===== config.mk =====
export PLATFORM = sky130hd
export DESIGN_NAME = gpio_ab_data_regs
export DESIGN_NICKNAME = d
export VERILOG_FILES = /design/src/core/gpio_ab_pkg.sv /design/src/core/port_data_slice.sv /design/src/core/gpio_ab_data_regs.sv
export SDC_FILE = /design/constraint.sdc
export NUM_CORES = 1
export LEC_CHECK = 0
export ABC_AREA = 1
export BUFFER_PORTS_ARGS = -buffer_cell sky130_fd_sc_hd__buf_2
export CAP_MARGIN = 30
export CORE_AREA = 5 5 170 172
export CTS_BUF_LIST = sky130_fd_sc_hd__clkbuf_4
export CTS_CLUSTER_DIAMETER = 150
export CTS_CLUSTER_SIZE = 10
export DETAILED_ROUTE_END_ITERATION = 16
export DIE_AREA = 0 0 175 177
export MAX_ROUTING_LAYER = met4
export PLACE_DENSITY_LB_ADDON = 0.08
export SYNTH_ARGS = -nofsm -noshare
export SYNTH_HDL_FRONTEND = slang
export SYNTH_SLANG_ARGS = --single-unit

===== constraint.sdc =====
create_clock -name clk_i -period 2.4 [get_ports clk_i]
set_input_delay 0.24 -clock clk_i [delete_from_list [all_inputs] [get_ports clk_i]]
set_output_delay 0.24 -clock clk_i [all_outputs]
set_load 0.01 [all_outputs]

===== src/core/gpio_ab_pkg.sv =====
// Shared constants, types and decode helpers for the two-port data register block
package gpio_ab_pkg;

    // Port widths and register width
    localparam int unsigned FIRST_WIDTH  = 15;
    localparam int unsigned SECOND_WIDTH = 9;
    localparam int unsigned REG_WIDTH    = 16;
    localparam int unsigned I2C_PINS     = 2;

    // Byte offsets on the register bus
    localparam logic [7:0] OFS_FIRST_DATA  = 8'h00;
    localparam logic [7:0] OFS_SECOND_DATA = 8'h04;
    localparam logic [7:0] OFS_FIRST_FUNC  = 8'h08;
    localparam logic [7:0] OFS_SECOND_FUNC = 8'h0c;
    localparam logic [7:0] OFS_I2C_CTRL    = 8'h10;

    // Field positions inside the shared-pin control register
    localparam int unsigned I2C_FUNC_POS = 0;
    localparam int unsigned I2C_DATA_POS = 8;

    // Values after power-on reset
    localparam logic [15:0] DATA_RESET = 16'h0000;
    localparam logic [31:0] FUNC_RESET = 32'h0000_0000;
    localparam logic [31:0] READ_ZERO  = 32'h0000_0000;

    // Two-bit pin function select codes
    typedef enum logic [1:0] {
        FUNC_INPUT     = 2'h0,
        FUNC_OUTPUT    = 2'h1,
        FUNC_RESERVED  = 2'h2,
        FUNC_ALTERNATE = 2'h3
    } func_sel_type;

    // Classic Wishbone request from the master
    typedef struct packed {
        logic        cyc;
        logic        stb;
        logic        we;
        logic [7:0]  adr;
        logic [3:0]  sel;
        logic [31:0] dat;
    } wb_req_type;

    // Pin level is what a read returns
    function automatic logic reads_pin(input logic [1:0] code);
        return (code == FUNC_INPUT) || (code == FUNC_ALTERNATE);
    endfunction

    // Stored bit is what a read returns
    function automatic logic reads_store(input logic [1:0] code);
        return code == FUNC_OUTPUT;
    endfunction

    // Byte-lane merge of a write into an old word
    function automatic logic [31:0] lane_merge(input logic [31:0] old_w,
                                               input logic [31:0] new_w,
                                               input logic [3:0]  sel);
        logic [31:0] res;
        res = old_w;
        for (int b = 0; b < 4; b++) begin
            if (sel[b]) begin
                res[8*b +: 8] = new_w[8*b +: 8];
            end
        end
        return res;
    endfunction

endpackage


===== src/core/port_data_slice.sv =====
// One port: data store, read select, pin drive and weak keeper per pin
`timescale 1ns/1ns
module port_data_slice #(
    parameter int unsigned WIDTH = 15
) (
    input  wire logic               clk_i,
    input  wire logic               rst_i,
    input  wire logic               wr_en_i,
    input  wire logic [WIDTH-1:0]   wr_data_i,
    input  wire logic [2*WIDTH-1:0] func_sel_i,
    input  wire logic [WIDTH-1:0]   pin_i,
    input  wire logic [WIDTH-1:0]   alt_out_i,
    input  wire logic [WIDTH-1:0]   alt_oe_i,
    output logic      [WIDTH-1:0]   data_o,
    output logic      [WIDTH-1:0]   rd_data_o,
    output logic      [WIDTH-1:0]   pin_o,
    output logic      [WIDTH-1:0]   pin_oe_o,
    output logic      [WIDTH-1:0]   keep_o
);

    logic [WIDTH-1:0]   data_r;
    logic [WIDTH-1:0]   keep_r;
    logic [WIDTH-1:0]   keep_nxt;
    logic [2*WIDTH-1:0] prev_func_r;

    // Store write in every mode; cleared only by power-on reset
    always_ff @(posedge clk_i) begin
        if (rst_i) begin
            data_r <= gpio_ab_pkg::DATA_RESET[WIDTH-1:0];
        end else if (wr_en_i) begin
            data_r <= wr_data_i;
        end
    end

    // Keeper value and previous function code
    always_ff @(posedge clk_i) begin
        if (rst_i) begin
            keep_r      <= gpio_ab_pkg::DATA_RESET[WIDTH-1:0];
            prev_func_r <= gpio_ab_pkg::FUNC_RESET[2*WIDTH-1:0];
        end else begin
            keep_r      <= keep_nxt;
            prev_func_r <= func_sel_i;
        end
    end

    // Per-pin read select, drive and keeper update
    for (genvar g = 0; g < WIDTH; g++) begin : g_pin
        wire logic [1:0] code = func_sel_i[2*g +: 2];
        wire logic [1:0] prev = prev_func_r[2*g +: 2];
        wire logic       to_in = (prev == gpio_ab_pkg::FUNC_ALTERNATE)
                               && (code == gpio_ab_pkg::FUNC_INPUT);
        wire logic       to_alt = (prev == gpio_ab_pkg::FUNC_INPUT)
                                && (code == gpio_ab_pkg::FUNC_ALTERNATE);
        // Read: pin level, stored bit, or zero when reserved
        assign rd_data_o[g] = gpio_ab_pkg::reads_pin(code)   ? pin_i[g] :
                              gpio_ab_pkg::reads_store(code) ? data_r[g] :
                              1'b0;
        // Drive only in output or alternate mode
        assign pin_o[g] = (code == gpio_ab_pkg::FUNC_OUTPUT)    ? data_r[g] :
                          (code == gpio_ab_pkg::FUNC_ALTERNATE) ? alt_out_i[g] :
                          1'b0;
        assign pin_oe_o[g] = (code == gpio_ab_pkg::FUNC_OUTPUT)
                           | ((code == gpio_ab_pkg::FUNC_ALTERNATE) & alt_oe_i[g]);
        // Keeper follows the driven level, captures on mode change
        assign keep_nxt[g] = to_in       ? data_r[g] :
                             to_alt      ? alt_out_i[g] :
                             pin_oe_o[g] ? pin_o[g] :
                             keep_r[g];
    end

    assign data_o = data_r;
    assign keep_o = keep_r;

endmodule


===== src/core/gpio_ab_data_regs.sv =====
// Two-port pin data registers with Wishbone slave and shared I2C pins
`timescale 1ns/1ns
module gpio_ab_data_regs #(
    parameter int unsigned FIRST_WIDTH  = gpio_ab_pkg::FIRST_WIDTH,
    parameter int unsigned SECOND_WIDTH = gpio_ab_pkg::SECOND_WIDTH
) (
    input  wire logic                    clk_i,
    input  wire logic                    rst_i,
    input  wire logic                    manual_rst_i,
    input  wire gpio_ab_pkg::wb_req_type wb_req_i,
    output logic                         wb_ack_o,
    output logic [31:0]                  wb_dat_o,
    input  wire logic [FIRST_WIDTH-1:0]  first_pin_i,
    output logic      [FIRST_WIDTH-1:0]  first_pin_o,
    output logic      [FIRST_WIDTH-1:0]  first_pin_oe_o,
    output logic      [FIRST_WIDTH-1:0]  first_keep_o,
    input  wire logic [FIRST_WIDTH-1:0]  first_alt_out_i,
    input  wire logic [FIRST_WIDTH-1:0]  first_alt_oe_i,
    input  wire logic [SECOND_WIDTH-1:0] second_pin_i,
    output logic      [SECOND_WIDTH-1:0] second_pin_o,
    output logic      [SECOND_WIDTH-1:0] second_pin_oe_o,
    output logic      [SECOND_WIDTH-1:0] second_keep_o,
    input  wire logic [SECOND_WIDTH-1:0] second_alt_out_i,
    input  wire logic [SECOND_WIDTH-1:0] second_alt_oe_i,
    input  wire logic [1:0]              i2c_pin_i,
    output logic      [1:0]              i2c_pin_o,
    output logic      [1:0]              i2c_pin_oe_o,
    output logic      [1:0]              i2c_open_drain_o,
    input  wire logic [1:0]              i2c_alt_out_i
);

    logic                      ack_r;
    logic [31:0]               rdat_r;
    logic [31:0]               rdat_nxt;
    logic [2*FIRST_WIDTH-1:0]  first_func_r;
    logic [2*SECOND_WIDTH-1:0] second_func_r;
    logic [3:0]                i2c_func_r;
    logic [1:0]                i2c_data_r;
    logic [FIRST_WIDTH-1:0]    first_data;
    logic [FIRST_WIDTH-1:0]    first_rd;
    logic [SECOND_WIDTH-1:0]   second_data;
    logic [SECOND_WIDTH-1:0]   second_rd;
    logic [1:0]                i2c_rd;

    // Bus access decode
    wire logic access     = wb_req_i.cyc & wb_req_i.stb;
    wire logic take       = access & ~ack_r;
    wire logic wr_strobe  = access & wb_req_i.we & ack_r;
    wire logic hit_first  = wb_req_i.adr == gpio_ab_pkg::OFS_FIRST_DATA;
    wire logic hit_second = wb_req_i.adr == gpio_ab_pkg::OFS_SECOND_DATA;
    wire logic hit_ffunc  = wb_req_i.adr == gpio_ab_pkg::OFS_FIRST_FUNC;
    wire logic hit_sfunc  = wb_req_i.adr == gpio_ab_pkg::OFS_SECOND_FUNC;
    wire logic hit_i2c    = wb_req_i.adr == gpio_ab_pkg::OFS_I2C_CTRL;
    wire logic wr_first   = wr_strobe & hit_first;
    wire logic wr_second  = wr_strobe & hit_second;

    // Current register words, reserved bits as zero
    wire logic [31:0] first_word   = 32'(first_data);
    wire logic [31:0] second_word  = 32'(second_data);
    wire logic [31:0] ffunc_word   = 32'(first_func_r);
    wire logic [31:0] sfunc_word   = 32'(second_func_r);
    wire logic [31:0] i2c_word     = (32'(i2c_data_r) << gpio_ab_pkg::I2C_DATA_POS)
                                   | (32'(i2c_func_r) << gpio_ab_pkg::I2C_FUNC_POS);
    wire logic [31:0] i2c_rd_word  = (32'(i2c_rd) << gpio_ab_pkg::I2C_DATA_POS)
                                   | (32'(i2c_func_r) << gpio_ab_pkg::I2C_FUNC_POS);

    // Byte-lane merged write values
    wire logic [31:0] first_wr  = gpio_ab_pkg::lane_merge(first_word, wb_req_i.dat,
                                                          wb_req_i.sel);
    wire logic [31:0] second_wr = gpio_ab_pkg::lane_merge(second_word, wb_req_i.dat,
                                                          wb_req_i.sel);
    wire logic [31:0] ffunc_wr  = gpio_ab_pkg::lane_merge(ffunc_word, wb_req_i.dat,
                                                          wb_req_i.sel);
    wire logic [31:0] sfunc_wr  = gpio_ab_pkg::lane_merge(sfunc_word, wb_req_i.dat,
                                                          wb_req_i.sel);
    wire logic [31:0] i2c_wr    = gpio_ab_pkg::lane_merge(i2c_word, wb_req_i.dat,
                                                          wb_req_i.sel);

    // Read select; unmapped offsets read zero
    assign rdat_nxt = hit_first  ? 32'(first_rd) :
                      hit_second ? 32'(second_rd) :
                      hit_ffunc  ? ffunc_word :
                      hit_sfunc  ? sfunc_word :
                      hit_i2c    ? i2c_rd_word :
                      gpio_ab_pkg::READ_ZERO;

    // Ack one cycle after the request, read data captured with it
    always_ff @(posedge clk_i) begin
        if (rst_i || manual_rst_i) begin
            ack_r  <= 1'b0;
            rdat_r <= gpio_ab_pkg::READ_ZERO;
        end else begin
            ack_r  <= take;
            rdat_r <= take ? rdat_nxt : rdat_r;
        end
    end

    // Function select and shared-pin registers, power-on reset only
    always_ff @(posedge clk_i) begin
        if (rst_i) begin
            first_func_r  <= gpio_ab_pkg::FUNC_RESET[2*FIRST_WIDTH-1:0];
            second_func_r <= gpio_ab_pkg::FUNC_RESET[2*SECOND_WIDTH-1:0];
            i2c_func_r    <= gpio_ab_pkg::FUNC_RESET[3:0];
            i2c_data_r    <= gpio_ab_pkg::FUNC_RESET[1:0];
        end else if (wr_strobe) begin
            first_func_r  <= hit_ffunc ? ffunc_wr[2*FIRST_WIDTH-1:0] : first_func_r;
            second_func_r <= hit_sfunc ? sfunc_wr[2*SECOND_WIDTH-1:0] : second_func_r;
            i2c_func_r    <= hit_i2c ? i2c_wr[gpio_ab_pkg::I2C_FUNC_POS +: 4] : i2c_func_r;
            i2c_data_r    <= hit_i2c ? i2c_wr[gpio_ab_pkg::I2C_DATA_POS +: 2] : i2c_data_r;
        end
    end

    assign wb_ack_o = ack_r;
    assign wb_dat_o = rdat_r;

    // First port pins; bit 15 never stored
    port_data_slice #(
        .WIDTH (FIRST_WIDTH)
    ) u_first (
        .clk_i      (clk_i),
        .rst_i      (rst_i),
        .wr_en_i    (wr_first),
        .wr_data_i  (first_wr[FIRST_WIDTH-1:0]),
        .func_sel_i (first_func_r),
        .pin_i      (first_pin_i),
        .alt_out_i  (first_alt_out_i),
        .alt_oe_i   (first_alt_oe_i),
        .data_o     (first_data),
        .rd_data_o  (first_rd),
        .pin_o      (first_pin_o),
        .pin_oe_o   (first_pin_oe_o),
        .keep_o     (first_keep_o)
    );

    // Second port pins; bits 15 to 9 never stored
    port_data_slice #(
        .WIDTH (SECOND_WIDTH)
    ) u_second (
        .clk_i      (clk_i),
        .rst_i      (rst_i),
        .wr_en_i    (wr_second),
        .wr_data_i  (second_wr[SECOND_WIDTH-1:0]),
        .func_sel_i (second_func_r),
        .pin_i      (second_pin_i),
        .alt_out_i  (second_alt_out_i),
        .alt_oe_i   (second_alt_oe_i),
        .data_o     (second_data),
        .rd_data_o  (second_rd),
        .pin_o      (second_pin_o),
        .pin_oe_o   (second_pin_oe_o),
        .keep_o     (second_keep_o)
    );

    // Shared I2C pins: buffer select, no keeper at all
    for (genvar i = 0; i < 2; i++) begin : g_i2c
        wire logic [1:0] code = i2c_func_r[2*i +: 2];
        wire logic       alt  = code == gpio_ab_pkg::FUNC_ALTERNATE;
        wire logic       outm = code == gpio_ab_pkg::FUNC_OUTPUT;
        // Open drain only pulls low in alternate mode
        assign i2c_open_drain_o[i] = alt;
        assign i2c_pin_o[i]        = outm ? i2c_data_r[i] : 1'b0;
        assign i2c_pin_oe_o[i]     = outm | (alt & ~i2c_alt_out_i[i]);
        assign i2c_rd[i] = gpio_ab_pkg::reads_pin(code)   ? i2c_pin_i[i] :
                           gpio_ab_pkg::reads_store(code) ? i2c_data_r[i] :
                           1'b0;
    end

    // Checks on bus answers, pin drive and keeper behaviour
    wire logic [1:0] f0 = first_func_r[1:0];

    property p_ack_one_cycle;
        @(posedge clk_i) disable iff (rst_i || manual_rst_i)
        take |=> wb_ack_o ##1 !wb_ack_o;
    endproperty
    a_ack_one_cycle: assert property (p_ack_one_cycle)
        else $error("ack not a single cycle after request");

    property p_first_write;
        @(posedge clk_i) disable iff (rst_i)
        (wr_first && wb_req_i.sel == 4'hf) |=> first_data == $past(wb_req_i.dat[14:0]);
    endproperty
    a_first_write: assert property (p_first_write)
        else $error("first port write not stored");

    property p_first_top_zero;
        @(posedge clk_i) disable iff (rst_i || manual_rst_i)
        (take && hit_first) |=> wb_dat_o[31:15] == 17'h00000;
    endproperty
    a_first_top_zero: assert property (p_first_top_zero)
        else $error("first port reserved bit not zero");

    property p_first_keep_manual;
        @(posedge clk_i) disable iff (rst_i)
        (manual_rst_i && !wr_first) |=> $stable(first_data);
    endproperty
    a_first_keep_manual: assert property (p_first_keep_manual)
        else $error("first port data lost on manual reset");

    property p_read_pin;
        @(posedge clk_i) disable iff (rst_i || manual_rst_i)
        (take && hit_first && (f0 == 2'h0 || f0 == 2'h3))
            |=> wb_dat_o[0] == $past(first_pin_i[0]);
    endproperty
    a_read_pin: assert property (p_read_pin)
        else $error("input or alternate read not pin level");

    property p_input_no_drive;
        @(posedge clk_i) disable iff (rst_i)
        (f0 == 2'h0) |-> !first_pin_oe_o[0];
    endproperty
    a_input_no_drive: assert property (p_input_no_drive)
        else $error("input pin driven");

    property p_out_drive;
        @(posedge clk_i) disable iff (rst_i)
        (f0 == 2'h1) |-> first_pin_oe_o[0] && first_pin_o[0] == first_data[0];
    endproperty
    a_out_drive: assert property (p_out_drive)
        else $error("output pin not driving stored bit");

    property p_out_read;
        @(posedge clk_i) disable iff (rst_i || manual_rst_i)
        (take && hit_first && f0 == 2'h1) |=> wb_dat_o[0] == $past(first_data[0]);
    endproperty
    a_out_read: assert property (p_out_read)
        else $error("output read not stored bit");

    property p_second_top_zero;
        @(posedge clk_i) disable iff (rst_i || manual_rst_i)
        (take && hit_second) |=> wb_dat_o[31:9] == 23'h000000;
    endproperty
    a_second_top_zero: assert property (p_second_top_zero)
        else $error("second port reserved bits not zero");

    property p_second_keep_manual;
        @(posedge clk_i) disable iff (rst_i)
        (manual_rst_i && !wr_second) |=> $stable(second_data);
    endproperty
    a_second_keep_manual: assert property (p_second_keep_manual)
        else $error("second port data lost on manual reset");

    property p_open_drain;
        @(posedge clk_i) disable iff (rst_i)
        (i2c_func_r[1:0] == 2'h3) |-> i2c_open_drain_o[0] && !i2c_pin_o[0]
            && (i2c_pin_oe_o[0] == !i2c_alt_out_i[0]);
    endproperty
    a_open_drain: assert property (p_open_drain)
        else $error("shared pin not open drain in alternate mode");

    property p_keep_to_input;
        @(posedge clk_i) disable iff (rst_i)
        (f0 == 2'h3 ##1 f0 == 2'h0) |=> first_keep_o[0] == $past(first_data[0]);
    endproperty
    a_keep_to_input: assert property (p_keep_to_input)
        else $error("keeper missed data bit on change to input");

    property p_keep_to_alt;
        @(posedge clk_i) disable iff (rst_i)
        (f0 == 2'h0 ##1 f0 == 2'h3) |=> first_keep_o[0] == $past(first_alt_out_i[0]);
    endproperty
    a_keep_to_alt: assert property (p_keep_to_alt)
        else $error("keeper missed alternate value on change");

    property p_reserved;
        @(posedge clk_i) disable iff (rst_i || manual_rst_i)
        (take && hit_first && f0 == 2'h2) |=> !wb_dat_o[0] && !first_pin_oe_o[0];
    endproperty
    a_reserved: assert property (p_reserved)
        else $error("reserved code read nonzero or drove pin");

    property p_manual_ack_clear;
        @(posedge clk_i) disable iff (rst_i)
        manual_rst_i |=> !wb_ack_o;
    endproperty
    a_manual_ack_clear: assert property (p_manual_ack_clear)
        else $error("ack not cleared by manual reset");

    property p_reset_clear;
        @(posedge clk_i)
        rst_i |=> (first_data == '0) && (second_data == '0);
    endproperty
    a_reset_clear: assert property (p_reset_clear)
        else $error("port data not cleared by power-on reset");

    property p_second_write;
        @(posedge clk_i) disable iff (rst_i)
        (wr_second && wb_req_i.sel == 4'hf) |=> second_data == $past(wb_req_i.dat[8:0]);
    endproperty
    a_second_write: assert property (p_second_write)
        else $error("second port write not stored");

    property p_second_out_drive;
        @(posedge clk_i) disable iff (rst_i)
        (second_func_r[1:0] == 2'h1) |-> second_pin_oe_o[0]
            && second_pin_o[0] == second_data[0];
    endproperty
    a_second_out_drive: assert property (p_second_out_drive)
        else $error("second port output pin not driving stored bit");

    property p_second_in_no_drive;
        @(posedge clk_i) disable iff (rst_i)
        (second_func_r[1:0] == 2'h0) |-> !second_pin_oe_o[0];
    endproperty
    a_second_in_no_drive: assert property (p_second_in_no_drive)
        else $error("second port input pin driven");

    property p_i2c_normal_buffer;
        @(posedge clk_i) disable iff (rst_i)
        (i2c_func_r[1:0] != 2'h3) |-> !i2c_open_drain_o[0];
    endproperty
    a_i2c_normal_buffer: assert property (p_i2c_normal_buffer)
        else $error("shared pin open drain outside alternate mode");

    property p_i2c_in_no_drive;
        @(posedge clk_i) disable iff (rst_i)
        (i2c_func_r[1:0] == 2'h0) |-> !i2c_pin_oe_o[0];
    endproperty
    a_i2c_in_no_drive: assert property (p_i2c_in_no_drive)
        else $error("shared input pin held by the block");

    // Main scenarios
    c_first_write: cover property (@(posedge clk_i) disable iff (rst_i) wr_first);
    c_second_read: cover property (@(posedge clk_i) disable iff (rst_i)
        take && hit_second && !wb_req_i.we);
    c_alt_to_in: cover property (@(posedge clk_i) disable iff (rst_i)
        f0 == 2'h3 ##1 f0 == 2'h0);
    c_i2c_od: cover property (@(posedge clk_i) disable iff (rst_i)
        i2c_open_drain_o[0] && i2c_pin_oe_o[0]);
    c_second_out: cover property (@(posedge clk_i) disable iff (rst_i)
        second_func_r[1:0] == 2'h1 && second_pin_o[0]);

endmodule


Word level (Yosys, flattened, before mapping) --
Cells that the tools add are included.
Storage, ports and cells: register bits 183, latch bits 0, memory bits (writable) 0, ROM bits 0, input port bits 126, word-level logic and storage cells 525, memories kept 0
Operators by class: add/sub/neg operators 0, multiply operators 0, div/mod/pow operators 0, $lt $le $gt $ge 0, equality and inequality tests 80, shifts and indexed selects 0, multiplexer cells 179, bitwise gates (word level) 63, reductions and logical operators 162
Operators by type and width (count):
- 2-to-1 mux 1 bit | 172
- equality test 2 bit, second input constant | 50
- zero test 2 bit | 50
- 2-to-1 mux 30 bit | 3
- nonzero test 3 bit | 24
- equality test 2 x 1 -> 1 bit, second input constant | 26
- logical AND 1 bit | 48
- AND 1 bit | 32
- logical OR 1 bit | 27
- OR 1 bit | 26
- AND reduction 3 bit | 7
- OR 10 x 4 -> 10 bit | 2
- 2-to-1 mux 18 bit | 1
- equality test 8 x 4 -> 1 bit, second input constant | 2
- 2-to-1 mux 10 bit | 1
- AND reduction 2 bit | 5
- equality test 8 x 3 -> 1 bit, second input constant | 1
- equality test 8 x 5 -> 1 bit, second input constant | 1
- zero test 8 bit | 1
- 2-to-1 mux 4 bit | 1
- inverter 1 bit | 3
- 2-to-1 mux 2 bit | 1

Depth between registers and ports, before layout --
Gate-level depths: netlist (run 1).
depth after elaboration 9, mapped depth 10

Cells and area by module --
A second synthesis (run 1) with hierarchy kept.
Second synthesis, totals: cell total of the unflattened synthesis 1588, area total of the unflattened synthesis 10475.0 sq um
By module, submodules not included:
- gpio_ab_data_regs | instances 1, cells an instance 615, area an instance 4090.2 sq um
- port_data_slice at u_first | instances 1, cells an instance 608, area an instance 3982.6 sq um
- port_data_slice at u_second | instances 1, cells an instance 365, area an instance 2402.3 sq um

Worst setup path after synthesis (run 1) --
Ideal clock, no wire load.
kind register to register, from register ack_r, in the netlist wb_ack_o, to register u_first.data_r[12], in the netlist u_first.data_o[12], library setup time 70 ps, data arrival time 1338 ps, required time 2330 ps, slack 992 ps, stages on the path, launching flop included 10, path buffers 1, cell sequence dfxtp_1 -> nand4_4 -> inv_2 -> nand2_2 -> inv_1 -> nand2_1 -> inv_2 -> buf_4 -> o21ai_1 -> a21oi_1
Between the ends: longest elaborated chain between the ends 3
RTL lines:
- from (decl) | line gpio_ab_data_regs.sv:32 | logic ack_r;
- from (signal assigned) | line gpio_ab_data_regs.sv:93 | ack_r <= take;
- AND 1 bit | line gpio_ab_data_regs.sv:48 | wire logic wr_strobe = access & wb_req_i.we & ack_r;
- AND 1 bit | line gpio_ab_data_regs.sv:54 | wire logic wr_first = wr_strobe & hit_first;
- AND reduction 2 bit (no line)
- to (signal assigned) | line port_data_slice.sv:29 | data_r <= gpio_ab_pkg::DATA_RESET[WIDTH-1:0];
- to (signal assigned) | line port_data_slice.sv:31 | data_r <= wr_data_i;
- to (decl) | line port_data_slice.sv:21 | logic [WIDTH-1:0] data_r;
Every way passes these cells. A chain may end at the register's enable or synchronous reset.

Final worst setup path (run 1) --
from register second_func_r[14], to output second_pin_o[7]
Between the ends: longest elaborated chain between the ends 3
RTL lines:
- from (decl) | line gpio_ab_data_regs.sv:36 | logic [2*SECOND_WIDTH-1:0] second_func_r;
- from (signal assigned) | line gpio_ab_data_regs.sv:102 | second_func_r <= gpio_ab_pkg::FUNC_RESET[2*SECOND_WIDTH-1:0];
- from (signal assigned) | line gpio_ab_data_regs.sv:107 | second_func_r <= hit_sfunc ? sfunc_wr[2*SECOND_WIDTH-1:0] : second_func_r;
- equality test 2 bit | line port_data_slice.sv:60 | (code == gpio_ab_pkg::FUNC_ALTERNATE) ? alt_out_i[g] :
- 2-to-1 mux 1 bit | line port_data_slice.sv:60
- 2-to-1 mux 1 bit (*) | line port_data_slice.sv:59 | assign pin_o[g] = (code == gpio_ab_pkg::FUNC_OUTPUT) ? data_r[g] :
- to (decl) | line gpio_ab_data_regs.sv:20 | output logic [SECOND_WIDTH-1:0] second_pin_o,
Every way passes the cells marked *; elsewhere a longest branch is shown, timed or not.

==> flow_metrics.py, run 1 <==
metrics = {
    "sta": {
        "fin_crit_ps": 2134,
        "tightest_slew_ps": 922.9,
        "relSlewSlack_pct": 38.48,
        "setup-violations-final": 0,
        "setup_tns_ps": 0,
        "max_freq_mhz": 468.6,
        "slew_viol_final": 0,
        "hold_violations": 0,
        "rsz0062_at_grt": "no",
        "period_share_pct": 88.92,
        "fin_ws_ps": 265.9,
        "finalClockSkew_ps": 39.07,
    },
    "synthesis": {
        "synth-simple-area-share_pct": 25.89,
        "synth_top_cell_by_area": "dfxtp_1",
        "synth_top_family_by_area": "simple AND/OR/NAND/NOR gates",
        "yosys_warnings": 0,
        "ys_types": 32,
        "synth-seq-cells": 181,
        "yosys-top-cells-area": "dfxtp_1, ha_1, nand2_1, o21ai_0, nor2_1",
        "synth_xor_xnor_area_share_pct": 0,
        "synthArstFlopShare_pct": 0,
        "synth_area_per_cell_um2": 7.321,
        "synth_fa_ha_area_share_pct": 10.20,
        "ys_seq_area_share_pct": 38.85,
        "synth-compound-area-share_pct": 18.78,
        "synth_ff_type": "dfxtp_1",
        "syn_area_um2": 9326,
        "synthMuxAreaShare_pct": 0,
        "syn_inst": 1274,
        "synth_top_area_share_pct": 38.85,
        "synth-edff-count": 0,
    },
    "power_and_ir_drop": {
        "swShare_pct": 28.14,
        "p_int_w": 0.003625,
        "p_switching_w": 0.001419,
        "p_seq_share_pct": 59.7,
        "power.leakage_nw": 5.413,
        "ir_drop_mv": 0.2323,
        "clkPwrFrac_pct": 33.0,
        "powerDensity_nw_per_um2": 441.7,
        "power_frac_comb_pct": 7.3,
    },
    "global_routing": {
        "grt-ovfl-total": 0,
        "antenna_found_initial": 2,
        "grt_max_degree": 80,
        "grtUsageTotal_pct": 19.66,
        "grt_pass1_vias": 8644,
        "grt_pass1_wl_um": 46980,
    },
    "critical_path": {
        "cp-end-kind": "output port",
        "critPathRequiredTime_ps": 2160,
        "cp_top_family": "flip-flops",
        "slowest_delay_ps": 450,
        "path_buf_inv": 1,
        "cp.arrival_ps": 1890,
        "r2r_slack_ps": 640,
        "startpoint_type": "flop",
        "crit_type": "reg2out",
        "crit_chain": "ha_1 -> nand2_1 -> o21ai_0 -> buf_2",
        "critPathSlowestCell": "dfxtp_1",
        "worstPathMaxFanout": 5,
    },
    "cts": {
        "clk_path_buf_depth": 2,
        "cts_setup_buffers": 0,
        "cts_buffers": 17,
        "clock_sinks": 181,
        "clock_latency_ps": 590,
        "clk_pin_slew_ps": 160,
        "cts-root-buf": "clkbuf_4",
        "htreeDepth": 4,
        "tritoncts": "built",
    },
    "run_status": {
        "status": "completed",
    },
    "finish": {
        "syn2layout_area_growth_pct": 22.44,
        "drive_above_1_share_pct": 19.74,
        "utilization_pct": 41.79,
        "finalInstanceArea_um2": 11420,
        "fin_nets": 1734,
        "instances_no_fill": 1893,
    },
    "drt": {
        "drtPass1Iterations": 5,
        "wl_per_cell_um": 15.96,
        "drc": 0,
        "routed_wl_um": 30210,
        "via_per_inst": 4.854,
        "first_iter_violations": 445,
        "ant_nets": 0,
        "num_vias": 9189,
    },
    "place": {
        "placed_cells": 1825,
        "placed_area_um2": 10820,
        "dpl.hpwl_um": 23580,
        "gp_congestion": 0.8466,
        "pre_cts_slack_ps": 523.1,
        "port_buffers": 232,
    },
    "floorplan": {
        "die_w_um": 175,
        "core_area_um2": 27320,
        "die_area_um2": 30980,
        "ios": 237,
        "die_y_um": 177,
        "start_util_pct": 34.13,
        "rows": 61,
    },
    "worst_hold_path": {
        "hp-class": "in2reg",
    },
    "flow_run": {
        "max-cap-violations": 0,
    },
}
-- registers in the layout, summed over array words and instances, names as in the netlist --
name and count:
first_func_r 30, u_first.prev_func_r 30, wb_dat_o 30, second_func_r 18, u_second.prev_func_r 18, u_first.data_o 15, u_first.keep_o 15, u_second.data_o 9
u_second.keep_o 9, i2c_func_r 4, i2c_data_r 2, wb_ack_o 1
-- placed cells by master, fill, tap and decap left out --
master	n
nand2_2	4
nor2_2	3
nor4_1	6
dlygate4sd3_1	34
nand4_4	1
a21boi_0	1
buf_4	12
o21ai_1	4
a21oi_1	98
nor2_1	170
clkinv_1	1
buf_2	232
o21ai_0	137
inv_8	3
buf_12	1
nand3_1	84
inv_2	8
o22ai_1	4
nor3_1	30
a31oi_1	5
nor3_4	1
inv_1	88
nand4_1	4
o21bai_1	7
nand2_4	2
clkinvlp_4	5
clkinv_4	2
a211oi_1	34
inv_6	3
ha_1	76
diode_2	2
o221ai_1	3
clkbuf_4	19
nand2_1	250
nor2_4	9
a21o_1	21
dfxtp_1	181
conb_1	2
-- synthesized netlist by cell type, drive strengths merged (18+ instances only) --
library cell,instances
nand2,256
nor2,182
dfxtp,181
o21ai,141
a21oi,98
inv,96
nand3,84
ha,76
a211oi,34
nor3,31
clkbuf,23
a21o,21
buf,18
-- worst min-delay path, delay by kind of cell --
family	cells	cell delay [ps]
AOI/OAI and AO/OA	1	140
buffers and inverters	2	200
-- metrics by stage --
stage	hold slack [ps]	total power (W)
2_1_floorplan	367.6	0.003201
3_3_place_gp	452.3	0.003402
3_5_place_dp	456.3	0.003400
4_1_cts	0.3760	0.005113
5_1_grt	6.711	0.005271
6_report	41.65	0.005044
-- cell families after synthesis --
group | count (synthesis)
compound gates | 314
fa+ha+maj | 76
buf+inv | 138
simple gates | 564
flops | 181
other cells | 1
-- power by group through the flow --
| stage | Sequential, W | Clock [W] | Combinational (W) |
|---|---|---|---|
| finish | 0.00301 | 0.00167 | 0.000367 |
| global route | 0.00301 | 0.00185 | 0.000404 |
| CTS | 0.00301 | 0.00173 | 0.000367 |
| detailed placement | 0.00308 | 0 | 0.000324 |
| global placement | 0.00308 | 0 | 0.000327 |
| floorplan | 0.00308 | 0 | 0.000124 |
-- metal layers --
metal / vias to the layer above / track usage, % / part of all wire [%]
met4: 0 / 3.568 / 1.0
li1: 4789 / - / -
met1: 4183 / 27.70 / 51
met2: 197 / 30.24 / 44
met3: 20 / 3.269 / 3.9
met5: - / - / 0
-- timing repair --
item                      in CTS  in global routing
hold buffers                  31                  3
hold endpoints to repair      47                  3
resized for setup              0                  0
-- final cells by class --
cell class / instances / area, um2
well taps: 346 / 432.9
multi-input cells: 956 / 5125
fillers: 2951 / 15900
repair buffers: 279 / 1612
flip-flops and latches: 181 / 3623
inverters: 97 / 364.1
clock buffers: 19 / 142.6
clock inverters: 13 / 115.1
diodes: 2 / 5.005
-- final timing paths --
check,start,endpoint,depth (start not counted)
min reg2reg,wb_dat_o[27],wb_dat_o[27],2
max reg2reg,wb_ack_o,u_first.data_o[11],8
min,wb_req_i[2],second_func_r[2],3
max,second_func_r[14],second_pin_o[7],4
Power figures use the tool's default switching activity.
==> run 2: changes to the inputs <==
CORE_AREA = 2 2 167 169   (was 5 5 170 172)
DIE_AREA = 0 0 169 171   (was 0 0 175 177)
SLEW_MARGIN = 25   (was not set)
==> flow_metrics.py, run 2 (synthesized netlist as in run 1, its figures left out) <==
metrics = {
    "drt": {
        "first_iter_violations": 441,
        "wl_per_cell_um": 15.53,
        "wl_met2_um": 12780,
        "drtPass1Iterations": 5,
        "drc": 0,
        "routed.top_layer": "met4",
        "met3_length_um": 1146,
        "via_per_inst": 4.829,
        "routed_wl_um": 29360,
        "num_vias": 9127,
        "ant_nets": 0,
        "drt-met1-wl_um": 14940,
    },
    "place": {
        "dpl.hpwl_um": 22770,
        "pre_cts_slack_ps": 556.3,
        "gp_congestion": 0.8510,
        "placed_cells": 1826,
        "port_buffers": 232,
    },
    "cts": {
        "clk_path_buf_depth": 2,
        "post_cts_resized": 0,
        "cts-root-buf": "clkbuf_4",
        "cts_buffers": 17,
        "clk_pin_slew_ps": 170,
        "tritoncts": "built",
        "htreeDepth": 4,
        "clock_sinks": 181,
        "cts_setup_buffers": 0,
        "clock_latency_ps": 590,
    },
    "global_routing": {
        "grt-ovfl-total": 0,
        "grt_pass1_vias": 8557,
        "antenna_found_initial": 2,
        "grt_max_degree": 47,
        "grtUsageTotal_pct": 20.82,
        "grt_pass1_wl_um": 45650,
    },
    "power_and_ir_drop": {
        "swShare_pct": 26.97,
        "power.leakage_nw": 5.422,
        "clkPwrFrac_pct": 35.1,
        "p_switching_w": 0.001402,
        "power_frac_comb_pct": 7.0,
        "powerDensity_nw_per_um2": 455.6,
        "p_int_w": 0.003798,
        "ir_drop_mv": 0.2280,
        "p_seq_share_pct": 57.9,
    },
    "critical_path": {
        "cp.arrival_ps": 1870,
        "worstPathMaxFanout": 5,
        "cp-end-kind": "output port",
        "startpoint_type": "flop",
        "r2r_slack_ps": 630,
        "critPathRequiredTime_ps": 2160,
        "crit_type": "reg2out",
        "r2r_cells": 7,
    },
    "worst_hold_path": {
        "hp-class": "in2reg",
        "holdPathStages": 3,
    },
    "sta": {
        "relSlewSlack_pct": 53.18,
        "slew_viol_final": 0,
        "period_share_pct": 88.12,
        "setup_tns_ps": 0,
        "rsz0062_at_grt": "no",
        "hold_violations": 0,
        "holdWs_ps": 46.82,
        "tightest_slew_ps": 701.3,
        "fin_ws_ps": 285.1,
        "max_freq_mhz": 472.8,
        "fin_crit_ps": 2115,
        "finalClockSkew_ps": 32.27,
        "setup-violations-final": 0,
    },
    "run_status": {
        "status": "completed",
    },
    "floorplan": {
        "die_area_um2": 28900,
        "core_area_um2": 27320,
        "rows": 61,
        "ios": 237,
        "start_util_pct": 34.13,
        "die_w_um": 169,
        "die_y_um": 171,
    },
    "finish": {
        "instances_no_fill": 1890,
        "layout_commonest_cell": "nand2_1",
        "nFillCells": 2936,
        "drive_above_1_share_pct": 19.84,
        "syn2layout_area_growth_pct": 22.39,
        "utilization_pct": 41.78,
        "final_cell_mix": "nand2_1, buf_2, dfxtp_1",
        "fin_nets": 1731,
    },
    "flow_run": {
        "max-cap-violations": 0,
    },
}
==> run 2: area by class of cell <==
class	count	area (um2)	share of cell area (%)
Tap cell	346	432.9	3.793
Inverter	97	364.1	3.190
Sequential cell	181	3623	31.74
Clock buffer	18	135.1	1.184
Timing Repair Buffer	276	1579	13.83
Multi-Input combinational cell	956	5125	44.90
Clock inverter	14	150.1	1.315
Antenna cell	2	5.005	0.04385
==> run 2: repair_timing <==
item | 4_1_cts | 5_1_grt
endpoints found under the hold margin | 56 | 0
hold buffers | 30 | 0
setup endpoints to repair | 0 | 0
==> run 2: worst max-delay path, stage by stage (launching register included) <==
cell     delay (ps)
dfxtp_1         480
ha_1            270
nand2_1          60
o21ai_0         280
buf_2           200
==> run 2: final timing paths <==
path	endpoint	start
hold / removal	u_first.data_o[3]	wb_req_i[3]
hold reg to reg	wb_dat_o[26]	wb_dat_o[26]
setup / recovery	first_pin_o[7]	first_func_r[14]
setup reg to reg	wb_dat_o[6]	first_func_r[12]
==> run 2: per-layer routing <==
layer / vias up / global-route usage [%]
li1: 4802 / -
met1: 4108 / 28.96
met2: 192 / 31.58
met3: 25 / 2.892
met4: 0 / 6.020
met5: - / -
==> run 2: metrics by stage <==
stage / cell area, um2 / power, W
floorplan: 9330 / 0.003201
global placement: 10820 / 0.003402
detailed placement: 10820 / 0.003401
CTS: 11410 / 0.005268
global route: 11410 / 0.005405
finish: 11410 / 0.005200
==> run 2: power groups by stage <==
stage / Clock [W] / Sequential, W / Combinational [W]
finish: 0.00183 / 0.00301 / 0.000362
global route: 0.00200 / 0.00301 / 0.000395
CTS: 0.00189 / 0.00301 / 0.000365
detailed placement: 0 / 0.00308 / 0.000325
global placement: 0 / 0.00308 / 0.000327
floorplan: 0 / 0.00308 / 0.000124
